**src/hdl/flash_reg_pkg.sv**
```systemverilog
/* flash_reg_pkg: opcodes, link modes, register map, field positions,
   reset values and state type of the serial flash register engine.
   Assumes a 40 MHz system clock and one AHB-Lite register port. */
package flash_reg_pkg;
	// ---------------------------------------------------------------
	// timing and counts
	// ---------------------------------------------------------------
	localparam int         CLK_PERIOD_NS = 25;
	localparam logic [4:0] BYTE_BITS     = 5'h08;
	localparam logic [4:0] NVCR_BITS     = 5'h10;
	localparam logic [4:0] CNT_SAT       = 5'h18;
	// ---------------------------------------------------------------
	// opcodes
	// ---------------------------------------------------------------
	localparam logic [7:0] OP_WR_ENABLE  = 8'h06;
	localparam logic [7:0] OP_WR_DISABLE = 8'h04;
	localparam logic [7:0] OP_CLR_FLAGS  = 8'h50;
	localparam logic [7:0] OP_RD_STATUS  = 8'h05;
	localparam logic [7:0] OP_RD_FLAGS   = 8'h70;
	localparam logic [7:0] OP_RD_NVCFG   = 8'hB5;
	localparam logic [7:0] OP_RD_VCFG    = 8'h85;
	localparam logic [7:0] OP_RD_EVCFG   = 8'h65;
	localparam logic [7:0] OP_RD_EXTADR  = 8'hC8;
	localparam logic [7:0] OP_WR_STATUS  = 8'h01;
	localparam logic [7:0] OP_WR_NVCFG   = 8'hB1;
	localparam logic [7:0] OP_WR_VCFG    = 8'h81;
	localparam logic [7:0] OP_WR_EVCFG   = 8'h61;
	localparam logic [7:0] OP_WR_EXTADR  = 8'hC5;
	localparam logic [7:0] OP_QIO_WORD   = 8'hE7;
	localparam logic [7:0] OP_DTR_FAST   = 8'h0D;
	localparam logic [7:0] OP_DTR_DOUT   = 8'h3D;
	localparam logic [7:0] OP_DTR_DIO    = 8'hBD;
	localparam logic [7:0] OP_DTR_QOUT   = 8'h6D;
	localparam logic [7:0] OP_DTR_QIO    = 8'hED;
	// ---------------------------------------------------------------
	// link modes and address-phase bases
	// ---------------------------------------------------------------
	localparam logic [1:0] MODE_EXT      = 2'h0;
	localparam logic [1:0] MODE_DUAL     = 2'h1;
	localparam logic [1:0] MODE_QUAD     = 2'h2;
	localparam logic [7:0] CX_BASE_EXT   = 8'h07;
	localparam logic [7:0] CX_BASE_DUAL  = 8'h03;
	localparam logic [7:0] CX_BASE_QUAD  = 8'h01;
	// ---------------------------------------------------------------
	// register map, fields, reset values
	// ---------------------------------------------------------------
	localparam logic [7:0] ADDR_CTRL     = 8'h00;
	localparam logic [7:0] ADDR_STATE    = 8'h04;
	localparam logic [7:0] ADDR_CONF     = 8'h08;
	localparam logic [7:0] ADDR_EXTADR   = 8'h0C;
	localparam int         CTRL_TOP_LSB  = 8;
	localparam int         CTRL_QRY_LSB  = 16;
	localparam int         SR_LOCK_BIT   = 5;
	localparam logic [4:0] TOP_RST       = 5'h17;
	localparam logic [15:0] NVCFG_RST    = 16'hFFFF;
	localparam logic [7:0] VCFG_RST      = 8'hFB;
	localparam logic [7:0] VCFG_RSVD     = 8'h04;
	localparam logic [7:0] EVCFG_RST     = 8'hFF;
	localparam logic [7:0] EXTADR_RST    = 8'h00;
	// ---------------------------------------------------------------
	// link state, gray along idle-opcode-data, not into send
	// ---------------------------------------------------------------
	typedef enum logic [2:0] {
		LS_IDLE   = 3'h0,
		LS_OPCODE = 3'h1,
		LS_DATA   = 3'h3,
		LS_SEND   = 3'h2,
		LS_TAIL   = 3'h6,
		LS_SKIP   = 3'h7
	} link_state_t;
endpackage : flash_reg_pkg

```
**src/hdl/flash_reg_engine.sv**
```systemverilog
/* flash_reg_engine: command engine of a serial NOR flash for write
   enable/disable, flag clear, register reads and register writes, plus
   address-phase clock counts of double-edge and word reads.
   Assumes select, link clock and data lines synchronous to clk, with the
   link clock well below clk/2 and select low one clk before its first
   rise. Software reaches the control register over AHB-Lite. */
// Function
// - word read address end clock count
// - double-edge fast read address end count
// - double-edge dual output address end count
// - double-edge dual io address end count
// - double-edge quad output address end count
// - double-edge quad io address end count
// - select rises right after eighth opcode bit
// - extra clocks cancel enable/disable silently
// - 06h sets, 04h clears enable latch unless protection error is set
// - protection error survives disable; flag clear resets
// - output lanes by mode, select ends read
// - decode the six register read opcodes
// - status and flags readable during writes
// - nonvolatile config: low byte first, then high byte, then zeros
// - other config registers repeat same byte
// - misaligned write end cancels, latch kept
// - status and nvcfg writes are self-timed
// - status write updates bits 7:2 only
// - busy during write, then latch cleared
// - volatile config immediate, reserved bits kept
// - two-byte nvcfg write; evcfg and extaddr writes
// - 50h clears protection error flag
`timescale 1ns/1ps
module flash_reg_engine #(
	parameter int STATUS_WRITE_TIME_NS         = 1000,
	parameter int NONVOLATILE_CONFIG_WRITE_TIME_NS = 2000
) (
	// clock and reset
	input  wire logic        clk,
	input  wire logic        rst_n,
	// ahb-lite slave
	input  wire logic        hsel,
	input  wire logic [31:0] haddr,
	input  wire logic [1:0]  htrans,
	input  wire logic        hwrite,
	input  wire logic [2:0]  hsize,
	input  wire logic [31:0] hwdata,
	input  wire logic        hready,
	output logic      [31:0] hrdata,
	output logic             hreadyout,
	output logic             hresp,
	// serial link
	input  wire logic        select_n,
	input  wire logic        link_clk,
	input  wire logic [3:0]  serial_line_in,
	output logic      [3:0]  serial_line_out,
	output logic      [3:0]  serial_line_oe,
	input  wire logic        write_protect_n
);
	import flash_reg_pkg::*;

	localparam int SR_CYC = (STATUS_WRITE_TIME_NS + CLK_PERIOD_NS - 1)
		/ CLK_PERIOD_NS;
	localparam int NV_CYC = (NONVOLATILE_CONFIG_WRITE_TIME_NS
		+ CLK_PERIOD_NS - 1) / CLK_PERIOD_NS;

	// ---------------------------------------------------------------
	// helpers
	// ---------------------------------------------------------------
	function automatic logic [7:0] addr_end_clock(input logic [7:0] op,
		input logic [1:0] md, input logic [4:0] top);
		logic [5:0] n;
		logic [1:0] s;
		logic [7:0] base;
		n = {1'b0, top} + 6'h01;
		s = 2'h0;
		base = CX_BASE_EXT;
		unique case (md)
			MODE_EXT: begin
				if (op == OP_DTR_FAST || op == OP_DTR_DOUT) s = 2'h1;
				if (op == OP_DTR_QOUT) s = 2'h1;
				if (op == OP_QIO_WORD || op == OP_DTR_DIO) s = 2'h2;
				if (op == OP_DTR_QIO) s = 2'h3;
			end
			MODE_DUAL: begin
				base = CX_BASE_DUAL;
				if (op == OP_DTR_FAST || op == OP_DTR_DOUT) s = 2'h2;
				if (op == OP_DTR_DIO) s = 2'h3;
			end
			MODE_QUAD: begin
				base = CX_BASE_QUAD;
				if (op == OP_QIO_WORD) s = 2'h2;
				if (op == OP_DTR_FAST || op == OP_DTR_QOUT) s = 2'h3;
				if (op == OP_DTR_QIO) s = 2'h3;
			end
			default: s = 2'h0;
		endcase
		return (s == 2'h0) ? 8'h00 : base + {2'h0, 6'(n >> s)};
	endfunction : addr_end_clock

	function automatic logic [2:0] lane_count(input logic [1:0] md);
		return (md == MODE_QUAD) ? 3'h4 : (md == MODE_DUAL) ? 3'h2 : 3'h1;
	endfunction : lane_count

	// ---------------------------------------------------------------
	// state
	// ---------------------------------------------------------------
	link_state_t st_reg, st_next;
	logic [4:0]  cnt_reg, cnt_next, ocnt_reg, ocnt_next;
	logic [15:0] sh_reg, sh_next, shifted, nvcfg_reg, nvcfg_next;
	logic [7:0]  op_reg, op_next, obuf_reg, obuf_next, tx_byte, sel_op;
	logic [1:0]  bidx_reg, bidx_next, sel_idx;
	logic [3:0]  out_reg, out_next;
	logic        lclk_reg, rise, fall;
	logic        wel_reg, wel_next, wip_reg, wip_next, prot_reg, prot_next;
	logic [5:0]  sr_reg, sr_next;
	logic [7:0]  vcfg_reg, vcfg_next, evcfg_reg, evcfg_next;
	logic [7:0]  ear_reg, ear_next, sr_byte, flag_byte;
	logic [15:0] tmr_reg, tmr_next;
	logic [1:0]  mode_reg, mode_next;
	logic [4:0]  top_reg, top_next;
	logic [7:0]  qry_reg, qry_next, adr_reg, adr_next;
	logic        wrp_reg, wrp_next;
	logic [31:0] rdat_reg, rdat_next;
	logic [2:0]  lanes;

	// ---------------------------------------------------------------
	// link sampling and shifting, msb first
	// ---------------------------------------------------------------
	assign rise  = link_clk && !lclk_reg && !select_n;
	assign fall  = !link_clk && lclk_reg && !select_n;
	assign lanes = lane_count(mode_reg);
	always_comb begin
		unique case (mode_reg)
			MODE_DUAL: shifted = {sh_reg[13:0], serial_line_in[1:0]};
			MODE_QUAD: shifted = {sh_reg[11:0], serial_line_in[3:0]};
			default:   shifted = {sh_reg[14:0], serial_line_in[0]};
		endcase
	end
	assign sr_byte   = {sr_reg, wel_reg, wip_reg};
	assign flag_byte = {~wip_reg, 5'h00, prot_reg, 1'b0};

	// ---------------------------------------------------------------
	// register read byte source
	// ---------------------------------------------------------------
	assign sel_op  = (st_reg == LS_OPCODE) ? shifted[7:0] : op_reg;
	assign sel_idx = (st_reg == LS_OPCODE) ? 2'h0 : bidx_reg;
	always_comb begin
		unique case (sel_op)
			OP_RD_STATUS: tx_byte = sr_byte;
			OP_RD_FLAGS:  tx_byte = flag_byte;
			OP_RD_NVCFG:  tx_byte = (sel_idx == 2'h0) ? nvcfg_reg[7:0]
				: (sel_idx == 2'h1) ? nvcfg_reg[15:8] : 8'h00;
			OP_RD_VCFG:   tx_byte = vcfg_reg;
			OP_RD_EVCFG:  tx_byte = evcfg_reg;
			OP_RD_EXTADR: tx_byte = ear_reg;
			default:      tx_byte = 8'h00;
		endcase
	end

	// ---------------------------------------------------------------
	// command sequencer
	// ---------------------------------------------------------------
	always_comb begin
		st_next = st_reg;
		cnt_next = cnt_reg;
		sh_next = sh_reg;
		op_next = op_reg;
		obuf_next = obuf_reg;
		ocnt_next = ocnt_reg;
		bidx_next = bidx_reg;
		out_next = out_reg;
		wel_next = wel_reg;
		wip_next = wip_reg;
		prot_next = prot_reg;
		sr_next = sr_reg;
		nvcfg_next = nvcfg_reg;
		vcfg_next = vcfg_reg;
		evcfg_next = evcfg_reg;
		ear_next = ear_reg;
		tmr_next = tmr_reg;
		if (tmr_reg != 16'h0000) begin
			tmr_next = tmr_reg - 16'h0001;
		end else if (wip_reg) begin
			wip_next = 1'b0;
			wel_next = 1'b0;
		end
		unique case (st_reg)
			LS_IDLE: begin
				if (!select_n) begin
					st_next = LS_OPCODE;
					cnt_next = 5'h00;
					sh_next = 16'h0000;
				end
			end
			LS_OPCODE: begin
				if (select_n) begin
					st_next = LS_IDLE;
				end else if (rise) begin
					sh_next = shifted;
					cnt_next = cnt_reg + {2'h0, lanes};
					if (cnt_next == BYTE_BITS) begin
						op_next = shifted[7:0];
						cnt_next = 5'h00;
						sh_next = 16'h0000;
						unique case (shifted[7:0])
							OP_RD_STATUS, OP_RD_FLAGS, OP_RD_NVCFG,
							OP_RD_VCFG, OP_RD_EVCFG, OP_RD_EXTADR: begin
								st_next = LS_SEND;
								obuf_next = tx_byte;
								ocnt_next = 5'h00;
								bidx_next = 2'h1;
							end
							OP_WR_STATUS, OP_WR_NVCFG, OP_WR_VCFG,
							OP_WR_EVCFG, OP_WR_EXTADR: begin
								st_next = (wel_reg && !wip_reg) ? LS_DATA
									: LS_SKIP;
							end
							OP_WR_ENABLE, OP_WR_DISABLE, OP_CLR_FLAGS: begin
								st_next = LS_TAIL;
							end
							default: st_next = LS_SKIP;
						endcase
					end
				end
			end
			LS_SEND: begin
				if (select_n) begin
					st_next = LS_IDLE;
				end else if (fall) begin
					unique case (mode_reg)
						MODE_DUAL: out_next = {2'h0, obuf_reg[7:6]};
						MODE_QUAD: out_next = obuf_reg[7:4];
						default:   out_next = {2'h0, obuf_reg[7], 1'b0};
					endcase
					obuf_next = obuf_reg << lanes;
					ocnt_next = ocnt_reg + {2'h0, lanes};
					if (ocnt_next == BYTE_BITS) begin
						obuf_next = tx_byte;
						ocnt_next = 5'h00;
						if (bidx_reg != 2'h2) bidx_next = bidx_reg + 2'h1;
					end
				end
			end
			LS_DATA: begin
				if (select_n) begin
					st_next = LS_IDLE;
					if (op_reg == OP_WR_NVCFG && cnt_reg == NVCR_BITS) begin
						nvcfg_next = {sh_reg[7:0], sh_reg[15:8]};
						wip_next = 1'b1;
						tmr_next = 16'(NV_CYC);
					end else if (op_reg != OP_WR_NVCFG
						&& cnt_reg == BYTE_BITS) begin
						unique case (op_reg)
							OP_WR_STATUS: begin
								if (sr_reg[SR_LOCK_BIT] && !write_protect_n)
									prot_next = 1'b1;
								else begin
									sr_next = sh_reg[7:2];
									wip_next = 1'b1;
									tmr_next = 16'(SR_CYC);
								end
							end
							OP_WR_VCFG: begin
								vcfg_next = (vcfg_reg & VCFG_RSVD)
									| (sh_reg[7:0] & ~VCFG_RSVD);
								wel_next = 1'b0;
							end
							OP_WR_EVCFG: begin
								evcfg_next = sh_reg[7:0];
								wel_next = 1'b0;
							end
							default: begin
								ear_next = sh_reg[7:0];
								wel_next = 1'b0;
							end
						endcase
					end
				end else if (rise) begin
					sh_next = shifted;
					if (cnt_reg < CNT_SAT)
						cnt_next = cnt_reg + {2'h0, lanes};
				end
			end
			LS_TAIL: begin
				if (select_n) begin
					st_next = LS_IDLE;
					if (op_reg == OP_WR_ENABLE) wel_next = 1'b1;
					if (op_reg == OP_WR_DISABLE && !prot_reg)
						wel_next = 1'b0;
					if (op_reg == OP_CLR_FLAGS) begin
						prot_next = 1'b0;
						wel_next = 1'b0;
					end
				end else if (rise) begin
					st_next = LS_SKIP;
				end
			end
			LS_SKIP: begin
				if (select_n) st_next = LS_IDLE;
			end
			default: st_next = LS_IDLE;
		endcase
	end

	always_ff @(posedge clk or negedge rst_n) begin
		if (!rst_n) begin
			st_reg <= LS_IDLE;
			cnt_reg <= 5'h00;
			sh_reg <= 16'h0000;
			op_reg <= 8'h00;
			obuf_reg <= 8'h00;
			ocnt_reg <= 5'h00;
			bidx_reg <= 2'h0;
			out_reg <= 4'h0;
			lclk_reg <= 1'b0;
			wel_reg <= 1'b0;
			wip_reg <= 1'b0;
			prot_reg <= 1'b0;
			sr_reg <= 6'h00;
			nvcfg_reg <= NVCFG_RST;
			vcfg_reg <= VCFG_RST;
			evcfg_reg <= EVCFG_RST;
			ear_reg <= EXTADR_RST;
			tmr_reg <= 16'h0000;
		end else begin
			st_reg <= st_next;
			cnt_reg <= cnt_next;
			sh_reg <= sh_next;
			op_reg <= op_next;
			obuf_reg <= obuf_next;
			ocnt_reg <= ocnt_next;
			bidx_reg <= bidx_next;
			out_reg <= out_next;
			lclk_reg <= link_clk;
			wel_reg <= wel_next;
			wip_reg <= wip_next;
			prot_reg <= prot_next;
			sr_reg <= sr_next;
			nvcfg_reg <= nvcfg_next;
			vcfg_reg <= vcfg_next;
			evcfg_reg <= evcfg_next;
			ear_reg <= ear_next;
			tmr_reg <= tmr_next;
		end
	end

	assign serial_line_out = out_reg;
	assign serial_line_oe  = (st_reg != LS_SEND || select_n) ? 4'h0
		: (mode_reg == MODE_QUAD) ? 4'hF
		: (mode_reg == MODE_DUAL) ? 4'h3 : 4'h2;

	// ---------------------------------------------------------------
	// ahb-lite register port, zero wait
	// ---------------------------------------------------------------
	always_comb begin
		mode_next = mode_reg;
		top_next = top_reg;
		qry_next = qry_reg;
		adr_next = adr_reg;
		wrp_next = 1'b0;
		rdat_next = 32'h0000_0000;
		if (wrp_reg && adr_reg == ADDR_CTRL) begin
			mode_next = hwdata[1:0];
			top_next = hwdata[CTRL_TOP_LSB +: 5];
			qry_next = hwdata[CTRL_QRY_LSB +: 8];
		end
		if (hsel && htrans[1] && hready) begin
			adr_next = haddr[7:0];
			wrp_next = hwrite;
			if (!hwrite) begin
				unique case (haddr[7:0])
					ADDR_CTRL:   rdat_next = {addr_end_clock(qry_reg,
						mode_reg, top_reg), qry_reg, 3'h0, top_reg,
						6'h00, mode_reg};
					ADDR_STATE:  rdat_next = {16'h0000, flag_byte, sr_byte};
					ADDR_CONF:   rdat_next = {evcfg_reg, vcfg_reg, nvcfg_reg};
					ADDR_EXTADR: rdat_next = {24'h00_0000, ear_reg};
					default:     rdat_next = 32'h0000_0000;
				endcase
			end
		end
	end

	always_ff @(posedge clk or negedge rst_n) begin
		if (!rst_n) begin
			mode_reg <= MODE_EXT;
			top_reg <= TOP_RST;
			qry_reg <= 8'h00;
			adr_reg <= 8'h00;
			wrp_reg <= 1'b0;
			rdat_reg <= 32'h0000_0000;
		end else begin
			mode_reg <= mode_next;
			top_reg <= top_next;
			qry_reg <= qry_next;
			adr_reg <= adr_next;
			wrp_reg <= wrp_next;
			rdat_reg <= rdat_next;
		end
	end

	assign hrdata    = rdat_reg;
	assign hreadyout = 1'b1;
	assign hresp     = 1'b0;
endmodule : flash_reg_engine

```
**config.mk**
```make
export PLATFORM = sky130hd
export DESIGN_NAME = flash_reg_engine
export DESIGN_NICKNAME = d
export VERILOG_FILES = /design/src/hdl/flash_reg_pkg.sv /design/src/hdl/flash_reg_engine.sv
export SDC_FILE = /design/constraint.sdc
export NUM_CORES = 1
export LEC_CHECK = 0
export CAP_MARGIN = 5
export CORE_MARGIN = 3
export CORE_UTILIZATION = 65
export CTS_CLUSTER_DIAMETER = 40
export DETAILED_ROUTE_END_ITERATION = 8
export DONT_BUFFER_PORTS = 1
export GPL_TIMING_DRIVEN = 0
export PLACE_DENSITY = 0.81
export SETUP_SLACK_MARGIN = 0.2
export SYNTH_ARGS = -nofsm -noshare
export SYNTH_HDL_FRONTEND = slang
export SYNTH_SLANG_ARGS = --single-unit
```
**constraint.sdc**
```tcl
create_clock -name clk -period 7.8 [get_ports clk]
set_input_delay 1.17 -clock clk [delete_from_list [all_inputs] [get_ports clk]]
set_output_delay 1.17 -clock clk [all_outputs]
set_load 0.1 [all_outputs]
```
* Word level (Yosys, flattened, before mapping)
Index checks and enable logic that the tools add are counted.
W data, S select, Z words.
** Word-level totals
- Input port bits :: 81
- Word-level logic and storage cells :: 280
- Bits in writable memories :: 0
- ROM bits :: 0
- Memories :: 0
- Output and inout bits :: 42
- Bits in latches :: 0
- Flip-flop bits (word level) :: 173
** Cells by class
- Div/mod/pow operators :: 0
- Shift-type cells :: 2
- Magnitude comparators :: 1
- $add $sub $neg :: 6
- Multipliers :: 0
- Bitwise operators :: 6
- Mux-type cells :: 117
- Reduce and logical (&&, ||, !) cells :: 50
- Eq/ne operators :: 74
** Operator list (count)
- $mux W16 :: 13
- $pmux W32 S4 :: 1
- $eq A8 B8 Y1 const B :: 14
- $mux W8 :: 14
- $eq A8 B7 Y1 const B :: 9
- $mux W5 :: 14
- $mux W32 :: 2
- $eq A8 B3 Y1 const B :: 7
- $pmux W16 S3 :: 1
- $pmux W8 S6 :: 1
- $mux W2 :: 21
- $ne A2 B2 Y1 const B :: 17
- $pmux W16 S2 :: 1
- $mux W1 :: 27
- $mux W3 :: 9
- $eq A8 B4 Y1 const B :: 3
- $reduce_and A5 Y1 :: 4
- $eq A8 B1 Y1 const B :: 2
- $logic_not A8 Y1 :: 2
- $pmux W8 S2 :: 1
- $reduce_bool A16 Y1 :: 1
- $sub A16 B1 Y16 const B :: 1
- $eq A5 B4 Y1 const B :: 3
- $pmux W5 S3 :: 1
- other kinds (45) :: 87

* Logic depth before layout (Yosys ltp)
- Word-level depth :: 16
- Depth in mapped cells :: 19

* Worst setup path before layout
OpenSTA, ideal clock, no wires.
- Path type :: input to output
- Start point :: input select_n
- End point :: output serial_line_oe[3]
- Buffers on the path :: 2
- Data arrival time :: 4014 ps
- Stages on the path :: 3
- Slack :: 2616 ps
- Cells stage by stage :: buf_2 > nor3_1 > buf_4
** Between the ends
- Longest elaborated chain between the ends :: 2
** Ends and longest elaborated chain
- from (decl) :: RTL line flash_reg_engine.sv:50 : input wire logic select_n,
- $logic_or A1 B1 Y1 :: RTL line flash_reg_engine.sv:346 : assign serial_line_oe = (st_reg != LS_SEND || select_n) ? 4'h0
- $mux W4 :: RTL line flash_reg_engine.sv:346
- to (decl) :: RTL line flash_reg_engine.sv:54 : output logic [3:0] serial_line_oe,
No other way between the ends.

* Worst setup path after layout
- Start point :: register mode_reg[0]
- End point :: register sh_reg[6]
** Between the ends
- Longest elaborated chain between the ends :: 9
- Elaborated cells between the ends (all ways) :: 13
** Ends and longest elaborated chain
- from (decl) :: RTL line flash_reg_engine.sv:117 : logic [1:0] mode_reg, mode_next;
- from (signal assigned) :: RTL line flash_reg_engine.sv:391 : mode_reg <= mode_next;
- $eq A2 B1 Y1 :: RTL line flash_reg_engine.sv:99, flash_reg_engine.sv:131
- $mux W2 :: RTL line flash_reg_engine.sv:99 : return (md == MODE_QUAD) ? 3'h4 : (md == MODE_DUAL) ? 3'h2 : 3'h1;
- $mux W3 :: RTL line flash_reg_engine.sv:99
- $add A5 B3 Y5 :: RTL line flash_reg_engine.sv:198 : cnt_next = cnt_reg + {2'h0, lanes};
- $eq A5 B4 Y1 :: RTL line flash_reg_engine.sv:199 : if (cnt_next == BYTE_BITS) begin
- $mux W16 :: RTL line flash_reg_engine.sv:199
- $mux W16 :: RTL line flash_reg_engine.sv:196 : end else if (rise) begin
- $mux W16 :: RTL line flash_reg_engine.sv:194 : if (select_n) begin
- $pmux W16 S3 * :: RTL line flash_reg_engine.sv:185 : unique case (st_reg)
- to (signal assigned) :: RTL line flash_reg_engine.sv:326 : sh_reg <= sh_next;
- to (decl) :: RTL line flash_reg_engine.sv:107 : logic [15:0] sh_reg, sh_next, shifted, nvcfg_reg, nvcfg_next;
Every way passes the cells marked *; elsewhere a longest branch is shown, timed or not. The select of a mux whose other input is x is not followed.
A chain may end at the register's enable or synchronous reset.

==> impl_metrics.csv <==
group,metric,value,unit
outcome,status,"completed",
cts,cts_max_level,4,
sta,worst_pin_slew,1.30,ns
route,avgRoutedWirePerCell,20.8,um
setup_path,crit_cells,15,
yosys,yosys.area.top_type,"dfrtp_1",
route,ant_nets,0,
floorplan,num_rows,43,
sta,fmax,180,MHz
sta,slew_headroom,12.3,%
global_route,antenna_found_initial,1,
setup_path,setup.worst_path.class,"flop to flop",
yosys,synth.net_count,1065,
floorplan,dieWidth,127,um
setup_path,cp.buffers_inverters,7,
cts,cts_buffers,17,
floorplan,io_pins,123,
yosys,postSynthCellCount,966,
cts,cts_setup_buffers,0,
placement,dp_hpwl,17300,um
yosys,yosysWarnings,0,
placement,io_buffers,0,
cts,cts_tree,"yes",
floorplan,dieHeight,127,um
setup_path,worstPathMaxFanout,12,
setup_path,crit_path_start,"mode_reg[0]",
cells_and_area,nNetsFinal,1088,
setup_path,r2r_start,"mode_reg[0]",
cts,clockRootBuffer,"clkbuf_16",
sta,slew_violations,0,
cts,cts_resized,0,
setup_path,crit_path_start_kind,"flop",
yosys,synth-edff-count,0,
worst_hold_path,holdCritPathClass,"input port to async pin",
placement,place_congestion,0.996,
setup_path,required,8.08,ns
power_and_ir_drop,leakagePower,4.41,nW
yosys,netlist_top_cells_area,"dfrtp_1, dfstp_2, mux2_2",
route,initialDrtViolationCount,722,
cells_and_area,area_growth,9.30,%
global_route,grt_use_total,31.3,%
sta,tns,0,ns
flow_run,max-cap-violations,0,
route,firstDrtPassIters,6,
cells_and_area,utilization,73.7,%
setup_path,endpoint,"sh_reg[6]",
sta,period_needed,5.56,ns
setup_path,path_cells,"inv_1 -> ha_1 -> buf_2 -> clkbuf_1 -> clkbuf_1 -> inv_1 -> clkbuf_1 -> ha_1 -> fa_1 -> xor2_1 -> nor3_1 -> nand2_1 -> o311ai_1 -> clkbuf_1 -> o21ai_0",
sta,fin_crit_sh,71.3,%
cts,clock_path_buffers,2,
setup_path,cp_top_family,"buffers and inverters",
cts,clock_latency,0.44,ns
global_route,grt_start_max_net_pins,173,
cts,cts_hold_buf,0,
cells_and_area,multiInputGateArea,0.00477,sq mm
setup_path,cp.arrival,5.84,ns
yosys,synth_cell_type_count,86,
yosys,synth_ff_type,"dfrtp_1",
cells_and_area,layout-drive-gt1-share,18.9,%
cts,cts.clk_slew.worst_paths,0.07,ns
yosys,synth_most_common_cell,"dfrtp_1",
setup_path,slowest_delay,1.04,ns
setup_path,worst-r2r-setup-slack,2.24,ns
global_route,overflow,0,
cts,clock-sinks,172,
yosys,netlist.area_leader.share,36.1,%
cells_and_area,largest_reg_flops,32,
floorplan,start_util,67.5,%
cells_and_area,nFillCells,1009,
route,vias_per_cell,6.56,
yosys,ys_ff_latch,172,
yosys,synth_area,0.00951,sq mm
sta,skew,0.0102,ns
global_route,grt_pass1_vias,7463,
power_and_ir_drop,power.total,2.30,mW
yosys,ys_seq_area_share,45.7,%
yosys,avgSynthCellArea,9.84,sq um
setup_path,crit_top_cell,"clkbuf_1",
setup_path,endpoint_kind,"flop",
route,wirelength,24600,um
yosys,synth_common_cells,"dfrtp_1, nor2_1, nand2_1, mux2_2, o21ai_0",
power_and_ir_drop,powerDensity,222,mW/mm^2
sta,hold_viol,0,
route,num_vias,7764,
route,drcViolationCount,0,
sta,grt_setup_unrepaired,"false",
yosys,async_flop_share,100,%
setup_path,reg2reg_to,"sh_reg[6]",
floorplan,coreArea,0.0141,sq mm
cells_and_area,ff_latch_area,0.00435,sq mm
power_and_ir_drop,ir_drop,172,uV
global_route,grt_pass1_wl,39500,um
sta,setup_violations,0,
setup_path,reg2reg_depth,15,
floorplan,die_area,0.0161,sq mm
setup_path,critPathSlowestCell,"o311ai_1",
## worst min path at each step
stage / from / end / slack, ns / cells after the start
after detailed placement: sh_reg[15] / sh_reg[15] / 0.49 / 2
after global routing: rst_n / hrdata[12] / 0.41 / 0
after CTS: rst_n / hrdata[0] / 0.42 / 0
after global placement: sh_reg[15] / sh_reg[15] / 0.47 / 2
after floorplan: sh_reg[15] / sh_reg[15] / 0.44 / 2
final: rst_n / adr_reg[5] / 0.43 / 0
## layer usage
layer | track usage (%) | vias up | share of wire (%)
li1 | - | 3545 | -
met1 | 43.9 | 3781 | 42
met2 | 48.0 | 372 | 46
met3 | 7.58 | 66 | 8.6
met4 | 10.8 | 0 | 3.2
met5 | 0 | - | 0
## power by group
part / internal [mW] / switching [mW] / total (mW)
sequential: 0.951 / 0.0555 / 1.01
clock: 0.483 / 0.361 / 0.844
combinational: 0.160 / 0.293 / 0.453
## cell type report
type                            count  area share, %
Buffer                             59           2.59
Clock inverter                     12           1.31
Timing Repair Buffer                4          0.590
Inverter                           35           1.26
Clock buffer                       20           4.30
Sequential cell                   172           41.8
Antenna cell                        1         0.0241
Multi-Input combinational cell    700           45.9
Tap cell                          180           2.17
## placed cells by master, fill, tap and decap left out, types with 7 or more instances in the layout
master / n
a21o_1: 11
clkbuf_16: 17
o21ai_0: 52
a221oi_1: 11
a22oi_1: 19
xnor2_1: 14
dfrtp_1: 137
nor2b_1: 7
nand4_1: 12
o22ai_1: 10
or3_1: 7
ha_1: 15
inv_1: 34
a21oi_1: 43
nor4_1: 18
mux2i_1: 28
nand2_1: 84
dfstp_2: 35
a31oi_1: 9
o31ai_1: 11
mux2_2: 78
nor2_1: 93
nand2b_1: 11
xor2_1: 8
and3_1: 7
and2_1: 9
nor3_1: 17
nand3_1: 36
buf_2: 12
buf_1: 7
clkbuf_1: 35
## through the flow
step / hold slack, ns / instances / instance area [sq um] / setup WS [ns]
2_1_floorplan: 0.445 / 966 / 9510 / 2.62
3_3_place_gp: 0.470 / 1146 / 9730 / 2.07
3_5_place_dp: 0.485 / 1150 / 9810 / 2.41
4_1_cts: 0.421 / 1182 / 10400 / 2.41
5_1_grt: 0.409 / 1182 / 10400 / 1.87
6_report: 0.430 / 1183 / 10400 / 2.24
## kinds of logic (layout without fill, tap and decap cells)
group                    count (synthesis)  count (layout)  synth area share [%]
multiplexers                           109             109                  12.8
other                                    2               3                0.0790
AND/OR/NAND/NOR                        329             329                  16.8
buffers and inverters                   94             130                  4.21
flip-flops                             172             172                  45.7
adder cells (fa/ha/maj)                 18              18                  2.61
XOR/XNOR                                22              22                  2.03
AO/OA/AOI/OAI                          220             220                  15.7
(Power assumes the default switching activity.)
